==> src/fbie_pkg.sv <==
// Constants, field layout and carrier types of the framer block interrupt enable gate.
// Assumes a single clock domain and an APB register port with 32-bit data.
package fbie_pkg;

    // Number of individual sources that each block can raise.
    localparam int SRC_W = 4;
    // Width of the APB address bus.
    localparam int ADDR_W = 12;

    // Register indexes; the byte address of a register is four times its index.
    localparam logic [7:0] IDX_PENDING = 8'h00;
    localparam logic [7:0] IDX_ENABLE  = 8'h01;
    localparam logic [7:0] IDX_STATUS  = 8'h02;
    localparam logic [7:0] IDX_MASK    = 8'h03;

    // Byte addresses derived from the indexes.
    localparam logic [ADDR_W-1:0] ADDR_PENDING = {2'b00, IDX_PENDING, 2'b00};
    localparam logic [ADDR_W-1:0] ADDR_ENABLE  = {2'b00, IDX_ENABLE, 2'b00};
    localparam logic [ADDR_W-1:0] ADDR_STATUS  = {2'b00, IDX_STATUS, 2'b00};
    localparam logic [ADDR_W-1:0] ADDR_MASK    = {2'b00, IDX_MASK, 2'b00};

    // Bit positions shared by the pending, enable, status and mask registers.
    localparam int BIT_NATIONAL = 7;
    localparam int BIT_RESERVED = 6;
    localparam int BIT_CLK_LOSS = 5;
    localparam int BIT_ONE_SEC  = 4;
    localparam int BIT_LINK     = 3;
    localparam int BIT_SLIP     = 2;
    localparam int BIT_ALARM    = 1;
    localparam int BIT_FRAMER   = 0;

    // Reset values.
    localparam logic [7:0] ENABLE_RESET = 8'h00;
    localparam logic [7:0] MASK_RESET   = 8'hFF;

    // Bits that exist; the reserved bit is held at zero everywhere.
    localparam logic [7:0] LIVE_BITS  = 8'hBF;
    // Bits that are whole blocks, whose sources carry their own enables.
    localparam logic [7:0] BLOCK_BITS = 8'h8F;

    // APB request as driven by the master.
    typedef struct packed {
        logic              psel;
        logic              penable;
        logic              pwrite;
        logic [ADDR_W-1:0] paddr;
        logic [31:0]       pwdata;
    } fbie_apb_s;

    // Requests from the interrupt sources, one lane per register bit.
    typedef struct packed {
        logic [7:0][SRC_W-1:0] req;          // Raw source requests.
        logic [7:0][SRC_W-1:0] src_en;       // Source-level enables of the block sources.
        logic [7:0]            status_read;  // Pulse: software read that lane's source status.
    } fbie_src_s;

endpackage

==> src/fbie_sticky.sv <==
// One sticky flag: set wins over clear.
// Assumes set and clear come from logic on pclk.
`timescale 1ns/1ps
module fbie_sticky (
    input  wire logic pclk,
    input  wire logic presetn,
    input  wire logic set,
    input  wire logic clear,
    output logic      q
);

    logic next_q;  // Next value of the flag.

    // A set in the same cycle as a clear keeps the flag high.
    always_comb begin
        if (set) begin
            next_q = 1'b1;
        end else if (clear) begin
            next_q = 1'b0;
        end else begin
            next_q = q;
        end
    end

    // Registers the flag.
    always_ff @(posedge pclk or negedge presetn) begin
        if (!presetn) begin
            q <= 1'b0;
        end else begin
            q <= next_q;
        end
    end

endmodule

==> src/fbie_top.sv <==
// Block interrupt enable gate of one framer channel with APB registers.
// Assumes source requests and status-read pulses come from logic on pclk.
//
// Function
// - National-bit enable bit 7 gates its block.
// - Link controller enable bit 3 gates its block.
// - Slip buffer enable bit 2 gates its block.
// - Block sources also need their source enables.
// - Bit 5 enables recovered clock loss interrupt.
// - Bit 4 enables one second interrupt.
// - Pending bits clear on source status read.
// - Bits 1 and 0 gate alarm, framer.
`timescale 1ns/1ps
module fbie_top (
    input  wire logic              pclk,
    input  wire logic              presetn,
    input  wire fbie_pkg::fbie_apb_s apb,
    output logic [31:0]            prdata,
    output logic                   pready,
    output logic                   pslverr,
    input  wire fbie_pkg::fbie_src_s src,
    output logic                   irq_out
);

    logic [7:0]  block_interrupt_enable;   // Enable register.
    logic [7:0]  next_enable;              // Next enable register value.
    logic [7:0]  block_interrupt_pending;  // Pending register, per lane.
    logic [7:0]  irq_status;               // Sticky interrupt status.
    logic [7:0]  irq_mask;                 // Interrupt mask.
    logic [7:0]  next_mask;                // Next mask value.
    logic [31:0] next_prdata;              // Read data captured in the setup phase.
    logic [7:0]  pend_set;                 // Lane request after source-level gating.
    logic [7:0]  gated;                    // Pending and enabled lanes.
    logic [7:0]  status_w1c;               // Bits written with one to the status register.
    logic        access;                   // Access phase of a transfer.
    logic        wr_en;                    // Write takes effect this edge.
    logic        mapped;                   // Address hits a register.

    // The slave never stretches a transfer.
    assign pready = 1'b1;
    assign access = apb.psel && apb.penable;
    assign wr_en  = access && apb.pwrite;

    // Address decode.
    always_comb begin
        case (apb.paddr)
            fbie_pkg::ADDR_PENDING: mapped = 1'b1;
            fbie_pkg::ADDR_ENABLE:  mapped = 1'b1;
            fbie_pkg::ADDR_STATUS:  mapped = 1'b1;
            fbie_pkg::ADDR_MASK:    mapped = 1'b1;
            default:                mapped = 1'b0;
        endcase
    end

    // Unmapped addresses answer with an error in the access phase.
    assign pslverr = access && !mapped;

    // Per-lane pending flags, gating and sticky status.
    for (genvar i = 0; i < 8; i++) begin : g_lane
        if (fbie_pkg::BLOCK_BITS[i]) begin : g_block
            // A block source counts only with its source enable set.
            assign pend_set[i] = |(src.req[i] & src.src_en[i]);
        end else if (fbie_pkg::LIVE_BITS[i]) begin : g_single
            // Single sources use the enable register itself as source enable.
            assign pend_set[i] = |src.req[i];
        end else begin : g_reserved
            // The reserved lane never raises anything.
            assign pend_set[i] = 1'b0;
        end

        // Pending flag clears when its source status is read; a new request wins.
        fbie_sticky u_pending (
            .pclk    (pclk),
            .presetn (presetn),
            .set     (pend_set[i]),
            .clear   (src.status_read[i]),
            .q       (block_interrupt_pending[i])
        );

        // Enable bit gates the lane.
        assign gated[i] = block_interrupt_pending[i] && block_interrupt_enable[i];

        // Status bit holds the gated event until written with one.
        fbie_sticky u_status (
            .pclk    (pclk),
            .presetn (presetn),
            .set     (gated[i]),
            .clear   (status_w1c[i]),
            .q       (irq_status[i])
        );
    end

    // Status bits written with one are cleared.
    assign status_w1c = (wr_en && apb.paddr == fbie_pkg::ADDR_STATUS) ? apb.pwdata[7:0] : 8'h00;

    // Interrupt level output from unmasked status.
    assign irq_out = |(irq_status & irq_mask);

    // Next values of the writable registers and of the read data.
    always_comb begin
        next_enable = block_interrupt_enable;
        next_mask   = irq_mask;
        next_prdata = prdata;
        if (wr_en && apb.paddr == fbie_pkg::ADDR_ENABLE) begin
            // The reserved bit ignores writes.
            next_enable = apb.pwdata[7:0] & fbie_pkg::LIVE_BITS;
        end
        if (wr_en && apb.paddr == fbie_pkg::ADDR_MASK) begin
            next_mask = apb.pwdata[7:0] & fbie_pkg::LIVE_BITS;
        end
        if (apb.psel && !apb.penable) begin
            // Read data is prepared in the setup phase.
            case (apb.paddr)
                fbie_pkg::ADDR_PENDING: next_prdata = {24'h00_0000, block_interrupt_pending};
                fbie_pkg::ADDR_ENABLE:  next_prdata = {24'h00_0000, block_interrupt_enable};
                fbie_pkg::ADDR_STATUS:  next_prdata = {24'h00_0000, irq_status};
                fbie_pkg::ADDR_MASK:    next_prdata = {24'h00_0000, irq_mask};
                default:                next_prdata = 32'h0000_0000;
            endcase
        end
    end

    // Registers the writable registers and the read data.
    always_ff @(posedge pclk or negedge presetn) begin
        if (!presetn) begin
            block_interrupt_enable <= fbie_pkg::ENABLE_RESET;
            irq_mask               <= fbie_pkg::MASK_RESET & fbie_pkg::LIVE_BITS;
            prdata                 <= 32'h0000_0000;
        end else begin
            block_interrupt_enable <= next_enable;
            irq_mask               <= next_mask;
            prdata                 <= next_prdata;
        end
    end
endmodule

==> config.mk <==
export PLATFORM = sky130hd
export DESIGN_NAME = fbie_top
export DESIGN_NICKNAME = d
export VERILOG_FILES = /design/src/fbie_pkg.sv /design/src/fbie_sticky.sv /design/src/fbie_top.sv
export SDC_FILE = /design/constraint.sdc
export NUM_CORES = 1
export LEC_CHECK = 0
export BUFFER_PORTS_ARGS = -buffer_cell sky130_fd_sc_hd__buf_2
export CORE_ASPECT_RATIO = 0.8
export CORE_MARGIN = 2
export CORE_UTILIZATION = 36
export CTS_BUF_LIST = sky130_fd_sc_hd__clkbuf_8
export CTS_CLUSTER_SIZE = 40
export DETAILED_ROUTE_END_ITERATION = 16
export GPL_TIMING_DRIVEN = 0
export PLACE_DENSITY = 0.8
export SLEW_MARGIN = 20
export SYNTH_ARGS = -nofsm -noshare
export SYNTH_HDL_FRONTEND = slang
export SYNTH_SLANG_ARGS = --single-unit
==> constraint.sdc <==
create_clock -name pclk -period 1.3 [get_ports pclk]
set_clock_uncertainty 0.2 [all_clocks]
set_input_delay 0 -clock pclk [delete_from_list [all_inputs] [get_ports pclk]]
set_output_delay 0 -clock pclk [all_outputs]
set_load 0.02 [all_outputs]
==> load_flow_metrics.sql, run 1 <==
INSERT INTO impl_metrics (metric_group, metric, value, unit) VALUES
('worst_hold_path', 'worst_hold_path.num_cells', '3', ''),
('power', 'leakagePower', '0.00173', 'µW'),
('placement', 'globalplace.congestion', '0.721', ''),
('clocking', 'clkTransAtPathRegs', '0.07', 'ns'),
('timing', 'setup_viol', '30', ''),
('setup_path', 'timing.critical_path.required', '1.28', 'ns'),
('final_layout', 'drive_gt1_share', '49.7', '%'),
('setup_path', 'critical_path_cell_sequence', 'buf_6 > or4_4 > or4_4 > a221o_1', ''),
('timing', 'drv_slew', '0', ''),
('global_route', 'global_route.overflow_total', '0', ''),
('floorplan', 'top_level_ports', '156', ''),
('outcome', 'violations_in_the_final_reports', 'negative hold slack, negative setup slack', ''),
('setup_path', 'path_common_cell', 'sky130_fd_sc_hd__or4_4', ''),
('run', 'cap_viol_max_count', '0', ''),
('setup_path', 'reg2reg_from', 'g_lane[7].u_status.q$_DFFE_PN0P_', ''),
('worst_hold_path', 'path_type_of_the_worst_min_delay_path', 'in2reg', ''),
('power', 'vdd.ir_drop.worst', '569', 'µV'),
('floorplan', 'floorplan.initialDensity', '38.1', '%'),
('setup_path', 'setup.worst_path.end_class', 'register', ''),
('setup_path', 'worst-r2r-cell-count', '3', ''),
('clocking', 'clock_sink_count', '35', ''),
('routing', 'drtPass1Iterations', '4', ''),
('routing', 'vias', '1952', ''),
('global_route', 'grt_pass1_wl', '10.1', 'mm'),
('setup_path', 'max_stage_delay', '0.61', 'ns'),
('logic_synthesis', 'dominantRegCellSynth', 'sky130_fd_sc_hd__dfrtp_1', ''),
('timing', 'finalCritPeriodShare', '124', '%'),
('clocking', 'worst_skew_pair.late_latency', '0.30', 'ns'),
('global_route', 'grt_max_degree', '36', ''),
('outcome', 'status', 'complete, but fails checks', ''),
('power', 'p_per_area', '733', 'mW/mm²'),
('final_layout', 'area_growth', '81.4', '%'),
('worst_hold_path', 'hold_start', 'apb[34]', ''),
('worst_hold_path', 'min_delay_worst_endpoint', 'prdata[5]$_DFFE_PN0P_', ''),
('floorplan', 'die_height', '69.7', 'µm'),
('clocking', 'cts.hold.buffers_added', '63', ''),
('placement', 'dp_cells', '325', ''),
('routing', 'detail_route.wirelength', '6.33', 'mm'),
('final_layout', 'final_nets', '466', ''),
('logic_synthesis', 'synth_warnings', '0', ''),
('setup_path', 'worst_ep_arrival', '1.59', 'ns'),
('final_layout', 'multi_input_area', '971', 'µm²'),
('final_layout', 'n_fill_cell', '385', ''),
('timing', 'final_hold_viol_count', '6', ''),
('timing', 'setup_repair_after_global_routing_missed_its_margin', 'yes', ''),
('placement', 'setup_slack_placement', '-0.884', 'ns'),
('final_layout', 'antennaDiodeCount', '0', ''),
('routing', 'vias_per_cell', '4.78', ''),
('clocking', 'cts-buffers-inserted', '5', ''),
('placement', 'io_buffer_count', '85', ''),
('clocking', 'ctsRootBufferMaster', 'sky130_fd_sc_hd__clkbuf_8', ''),
('setup_path', 'critical_path_class', 'in2reg', ''),
('logic_synthesis', 'post_synth_instance_area', '0.00194', 'mm²'),
('logic_synthesis', 'synthTopCellsByArea', 'sky130_fd_sc_hd__dfrtp_1, sky130_fd_sc_hd__buf_4, sky130_fd_sc_hd__dfstp_2', ''),
('routing', 'drcViolationCount', '0', ''),
('clocking', 'clock_tree.buffer_depth', '2', ''),
('timing', 'worst_hold_slack', '-0.0245', 'ns'),
('logic_synthesis', 'most_common_cell_in_the_synthesized_netlist', 'sky130_fd_sc_hd__dfrtp_1', ''),
('clocking', 'cts_htree_levels', '2', ''),
('global_route', 'grtUsageTotal', '22.0', '%'),
('global_route', 'number_of_antenna_violations_at_the_first_check_in_global_routing', '0', ''),
('setup_path', 'rr_endpoint', 'prdata[7]$_DFFE_PN0P_', ''),
('timing', 'postLayoutSetupSlackWorst', '-0.306', 'ns'),
('floorplan', 'chipWidth', '86.1', 'µm'),
('logic_synthesis', 'synth_area_leader_cell', 'sky130_fd_sc_hd__dfrtp_1', ''),
('final_layout', 'sequential_cell_area', '885', 'µm²'),
('timing', 'final_period_minus_worst_setup_slack', '1.61', 'ns'),
('logic_synthesis', 'postSynthRegisterBits', '35', ''),
('logic_synthesis', 'synth.avg_cell_area', '12.6', 'µm²'),
('setup_path', 'critPathSlowestCell', 'sky130_fd_sc_hd__or4_4', ''),
('clocking', 'cts_tree', 'done', '');
==> worst max path at each step <==
| stage | startpoint | to | slack [ns] | cells past startpoint |
|---|---|---|---|---|
| after floorplan | apb[33] | g_lane[0].u_status.q$_DFFE_PN0P_ | -0.60 | 5 |
| after global placement | apb[39] | prdata[7]$_DFFE_PN0P_ | -1.10 | 5 |
| after detailed placement | apb[39] | irq_mask[0]$_DFFE_PN1P_ | -0.88 | 5 |
| after CTS | apb[36] | g_lane[3].u_status.q$_DFFE_PN0P_ | -0.31 | 4 |
| after global routing | apb[43] | g_lane[4].u_status.q$_DFFE_PN0P_ | -0.34 | 4 |
| final | apb[33] | g_lane[4].u_status.q$_DFFE_PN0P_ | -0.31 | 4 |
==> metal layers <==
layer,up-vias,GRT usage (%),wire [µm]
met3,8,4.76,354
met4,0,8.47,75
met2,68,39.8,3480
met1,954,24.8,2420
met5,-,0,0
li1,922,-,-
==> state kept, by name, summed over array words and instances (netlist names) <==
register	cells
block_interrupt_enable	7
prdata	7
g_lane.u_status.q	7
irq_mask	7
g_lane.u_pending.q	7
==> what timing repair did <==
action,4_1_cts,5_1_grt
gates resized for setup,7,12
pin swaps,15,14
endpoints found under the setup margin,30,30
buffers inserted,12,3
hold endpoints to repair,62,3
==> cell families after synthesis <==
| logic type | share of synthesized area [%] |
|---|---|
| AND/OR/NAND/NOR | 10.7 |
| flip-flops | 45.5 |
| AO/OA/AOI/OAI | 13.7 |
| buffers and inverters | 13.5 |
| other | 0.386 |
| multiplexers | 16.2 |
==> through the flow <==
| stage | hold slack [ns] | TNS (ns) | total power (µW) | instance area (µm²) |
|---|---|---|---|---|
| after floorplan | -0.496 | -15.28 | 1360 | 2110 |
| after global placement | -0.0864 | -24.82 | 1520 | 2610 |
| after detailed placement | -0.0779 | -22.63 | 1520 | 2620 |
| after CTS | -0.0269 | -6.22 | 2550 | 3450 |
| after global routing | -0.00417 | -7.02 | 2680 | 3520 |
| final | -0.0245 | -6.26 | 2580 | 3520 |
==> worst max-delay path: cells and delay by family <==
kind / cells / cell delay (ns)
and+or+nand+nor: 2 / 1.15
AOI/OAI and AO/OA: 1 / 0.35
buffers and inverters: 1 / 0.09
==> cell usage in the layout (no fill, tap or decap), types with 3 or more instances in the layout <==
cell,n
sky130_fd_sc_hd__nor4_4,3
sky130_fd_sc_hd__a222oi_1,6
sky130_fd_sc_hd__dlygate4sd3_1,63
sky130_fd_sc_hd__a221o_1,7
sky130_fd_sc_hd__clkbuf_8,7
sky130_fd_sc_hd__inv_1,8
sky130_fd_sc_hd__nand2_1,5
sky130_fd_sc_hd__or4_4,3
sky130_fd_sc_hd__a22o_1,7
sky130_fd_sc_hd__nor2b_1,7
sky130_fd_sc_hd__dfstp_2,7
sky130_fd_sc_hd__buf_4,37
sky130_fd_sc_hd__mux4_2,7
sky130_fd_sc_hd__mux2_4,14
sky130_fd_sc_hd__buf_2,78
sky130_fd_sc_hd__conb_1,26
sky130_fd_sc_hd__buf_6,10
sky130_fd_sc_hd__dfrtp_1,28
sky130_fd_sc_hd__a22oi_1,7
==> power breakdown <==
| group | internal (µW) | leakage (µW) | switching, µW | total [µW] |
|---|---|---|---|---|
| clock | 476 | 0.0000557 | 419 | 895 |
| sequential | 1100 | 0.000397 | 11.9 | 1120 |
| combinational | 343 | 0.00128 | 231 | 574 |
==> area by class of cell <==
cell class	count	area share, %
Clock buffer	7	2.73
Inverter	7	0.745
Multi-Input combinational cell	104	27.5
Timing Repair Buffer	163	35.2
Clock inverter	1	0.106
Tap cell	62	2.20
Buffer	29	6.39
Sequential cell	35	25.1
(Power assumes the default switching activity.)
==> run 2, diff against run 1 <==
--- a/config.mk
+++ b/config.mk
@@ -8,12 +8,11 @@
 export BUFFER_PORTS_ARGS = -buffer_cell sky130_fd_sc_hd__buf_2
 export CORE_ASPECT_RATIO = 0.8
 export CORE_MARGIN = 2
-export CORE_UTILIZATION = 36
-export CTS_BUF_LIST = sky130_fd_sc_hd__clkbuf_8
+export CORE_UTILIZATION = 35
 export CTS_CLUSTER_SIZE = 40
 export DETAILED_ROUTE_END_ITERATION = 16
 export GPL_TIMING_DRIVEN = 0
-export PLACE_DENSITY = 0.8
+export PLACE_DENSITY = 0.78
 export SLEW_MARGIN = 20
 export SYNTH_ARGS = -nofsm -noshare
 export SYNTH_HDL_FRONTEND = slang
==> load_flow_metrics.sql, run 2 (same netlist as run 1, synthesis figures left out) <==
INSERT INTO impl_metrics (metric_group, metric, value, unit) VALUES
('timing', 'worstMarginPinSlew', '0.792', 'ns'),
('routing', 'drt_first_iter_violations', '65', ''),
('placement', 'dp.final_hpwl', '3.38', 'mm'),
('power', 'leakagePower', '0.00172', 'µW'),
('global_route', 'grtUsageTotal', '20.0', '%'),
('clocking', 'clock_tree.buffer_depth', '2', ''),
('clocking', 'clkTransAtPathRegs', '0.07', 'ns'),
('final_layout', 'layout.cells.most_common', 'sky130_fd_sc_hd__buf_2', ''),
('setup_path', 'reg2reg_from', 'g_lane[3].u_pending.q$_DFFE_PN0P_', ''),
('setup_path', 'rr_endpoint', 'prdata[3]$_DFFE_PN0P_', ''),
('timing', 'timing.setup.tns', '-5.48', 'ns'),
('final_layout', 'sequential_cell_area', '885', 'µm²'),
('global_route', 'grt_pass1_vias', '1976', ''),
('global_route', 'grt_max_degree', '36', ''),
('clocking', 'cts_tree', 'done', ''),
('routing', 'drcViolationCount', '0', ''),
('routing', 'route.detailed.wl_per_inst', '15.1', 'µm'),
('placement', 'dp_cells', '328', ''),
('routing', 'vias', '1901', ''),
('timing', 'worst_hold_slack', '-0.00975', 'ns'),
('clocking', 'cts-buffers-inserted', '5', ''),
('floorplan', 'die_height', '70.6', 'µm'),
('setup_path', 'worst-r2r-cell-count', '2', ''),
('setup_path', 'setup.worst_path.end_class', 'register', ''),
('timing', 'relSlewSlack', '47.2', '%'),
('outcome', 'status', 'complete, but fails checks', ''),
('floorplan', 'floorplan.rows', '24', ''),
('final_layout', 'final_nets', '467', ''),
('clocking', 'worst_skew_pair.late_latency', '0.29', 'ns'),
('floorplan', 'top_level_ports', '156', ''),
('global_route', 'grt_pass1_wl', '9.46', 'mm'),
('final_layout', 'drive_gt1_share', '49.9', '%'),
('timing', 'finalCritPeriodShare', '121', '%'),
('floorplan', 'die_area', '0.00617', 'mm²'),
('final_layout', 'layout.cells.most_common_list', 'sky130_fd_sc_hd__buf_2, sky130_fd_sc_hd__dlygate4sd3_1, sky130_fd_sc_hd__buf_4, sky130_fd_sc_hd__dfrtp_1, sky130_fd_sc_hd__conb_1', ''),
('setup_path', 'timing.critical_path.required', '1.27', 'ns'),
('timing', 'setup_viol', '30', ''),
('floorplan', 'chipWidth', '87.3', 'µm'),
('final_layout', 'antennaDiodeCount', '0', ''),
('routing', 'antenna_violating_nets_post_route', '0', ''),
('power', 'vdd.ir_drop.worst', '479', 'µV'),
('setup_path', 'critical_path.startpoint', 'apb[43]', ''),
('placement', 'io_buffer_count', '85', ''),
('setup_path', 'critical_path.startpoint_type', 'input pin', ''),
('final_layout', 'final_design_area_no_fill', '0.00351', 'mm²'),
('placement', 'globalplace.congestion', '0.754', ''),
('clocking', 'clock_sink_count', '35', ''),
('final_layout', 'n_fill_cell', '417', ''),
('routing', 'drtPass1Iterations', '4', ''),
('global_route', 'number_of_antenna_violations_at_the_first_check_in_global_routing', '0', ''),
('setup_path', 'worst_ep_arrival', '1.54', 'ns'),
('timing', 'final_hold_viol_count', '3', ''),
('worst_hold_path', 'path_type_of_the_worst_min_delay_path', 'in2reg', ''),
('clocking', 'ctsRootBufferMaster', 'sky130_fd_sc_hd__clkbuf_8', ''),
('power', 'p_per_area', '730', 'mW/mm²'),
('timing', 'final_period_minus_worst_setup_slack', '1.57', 'ns'),
('setup_path', 'critical_path_class', 'in2reg', ''),
('timing', 'maximum_clock_frequency', '638', 'MHz'),
('outcome', 'violations_in_the_final_reports', 'negative hold slack, negative setup slack', ''),
('clocking', 'cts_htree_levels', '2', ''),
('placement', 'placed_area', '0.00262', 'mm²'),
('setup_path', 'reg2reg_slack', '-0.12', 'ns'),
('timing', 'postLayoutSetupSlackWorst', '-0.268', 'ns'),
('floorplan', 'floorplan.initialDensity', '35.9', '%'),
('run', 'cap_viol_max_count', '0', ''),
('routing', 'detail_route.wirelength', '6.21', 'mm'),
('routing', 'vias_per_cell', '4.61', ''),
('setup_path', 'critical_path.max_fanout', '7', ''),
('final_layout', 'fin_cells', '412', ''),
('final_layout', 'multi_input_area', '961', 'µm²'),
('floorplan', 'core_area', '0.00541', 'mm²'),
('final_layout', 'area_growth', '80.6', '%'),
('timing', 'drv_slew', '0', ''),
('global_route', 'global_route.overflow_total', '0', ''),
('setup_path', 'timing_endpoint_of_the_critical_path', 'g_lane[7].u_status.q$_DFFE_PN0P_', ''),
('timing', 'setup_repair_after_global_routing_missed_its_margin', 'yes', '');
-- run 2: changes by cell type in the layout (fill, tap and decap cells not counted), sizes merged --
cell,previous run,this run
buf,129,130
clkbuf,7,8
inv,8,7
-- run 2: area by class of cell --
| cell class | instances | area share, % |
|---|---|---|
| Inverter | 7 | 0.749 |
| Sequential cell | 35 | 25.2 |
| Buffer | 29 | 6.42 |
| Tap cell | 65 | 2.32 |
| Multi-Input combinational cell | 104 | 27.4 |
| Timing Repair Buffer | 164 | 35.1 |
| Clock buffer | 8 | 2.85 |
-- run 2: per-layer routing --
metal | up-vias | routed length, µm | GRT usage [%]
met5 | - | 0 | 0
met3 | 11 | 253 | 4.55
met2 | 52 | 3400 | 35.9
li1 | 924 | - | -
met1 | 914 | 2440 | 23.5
met4 | 0 | 113 | 6.50
-- run 2: timing repair --
action | CTS | global route
setup buffers | 13 | 3
endpoints found under the setup margin | 30 | 30
hold buffers | 63 | 0
pin swaps | 17 | 9
endpoints found under the hold margin | 62 | 0
gates resized for setup | 3 | 7
-- run 2: stage by stage --
stage / util [%] / total power (µW) / setup WS, ns
floorplan: - / 1360 / -0.595
global placement: 48.4 / 1520 / -1.12
detailed placement: 48.5 / 1520 / -0.898
CTS: 64.1 / 2550 / -0.341
global route: 64.9 / 2670 / -0.305
finish: 64.9 / 2560 / -0.268
-- run 2: how the worst min path moves through the flow --
stage / start / endpoint / depth (start not counted)
after CTS: apb[35] / prdata[0]$_DFFE_PN0P_ / 3
after floorplan: presetn / block_interrupt_enable[0]$_DFFE_PN0P_ / 0
after global routing: apb[35] / prdata[0]$_DFFE_PN0P_ / 3
after detailed placement: presetn / g_lane[2].u_status.q$_DFFE_PN0P_ / 1
final: apb[35] / prdata[0]$_DFFE_PN0P_ / 3
after global placement: presetn / g_lane[2].u_status.q$_DFFE_PN0P_ / 1
-- run 2: power breakdown --
| part | total (µW) | internal [µW] | switching [µW] |
|---|---|---|---|
| clock | 871 | 484 | 388 |
| sequential | 1110 | 1100 | 10.5 |
| combinational | 574 | 342 | 232 |
| total | 2560 | 1930 | 630 |
-- run 2: worst max-delay path, stage by stage --
cell                      delay, ns
sky130_fd_sc_hd__buf_6         0.10
sky130_fd_sc_hd__or4b_1        0.50
sky130_fd_sc_hd__or4_4         0.62
sky130_fd_sc_hd__a221o_1       0.31
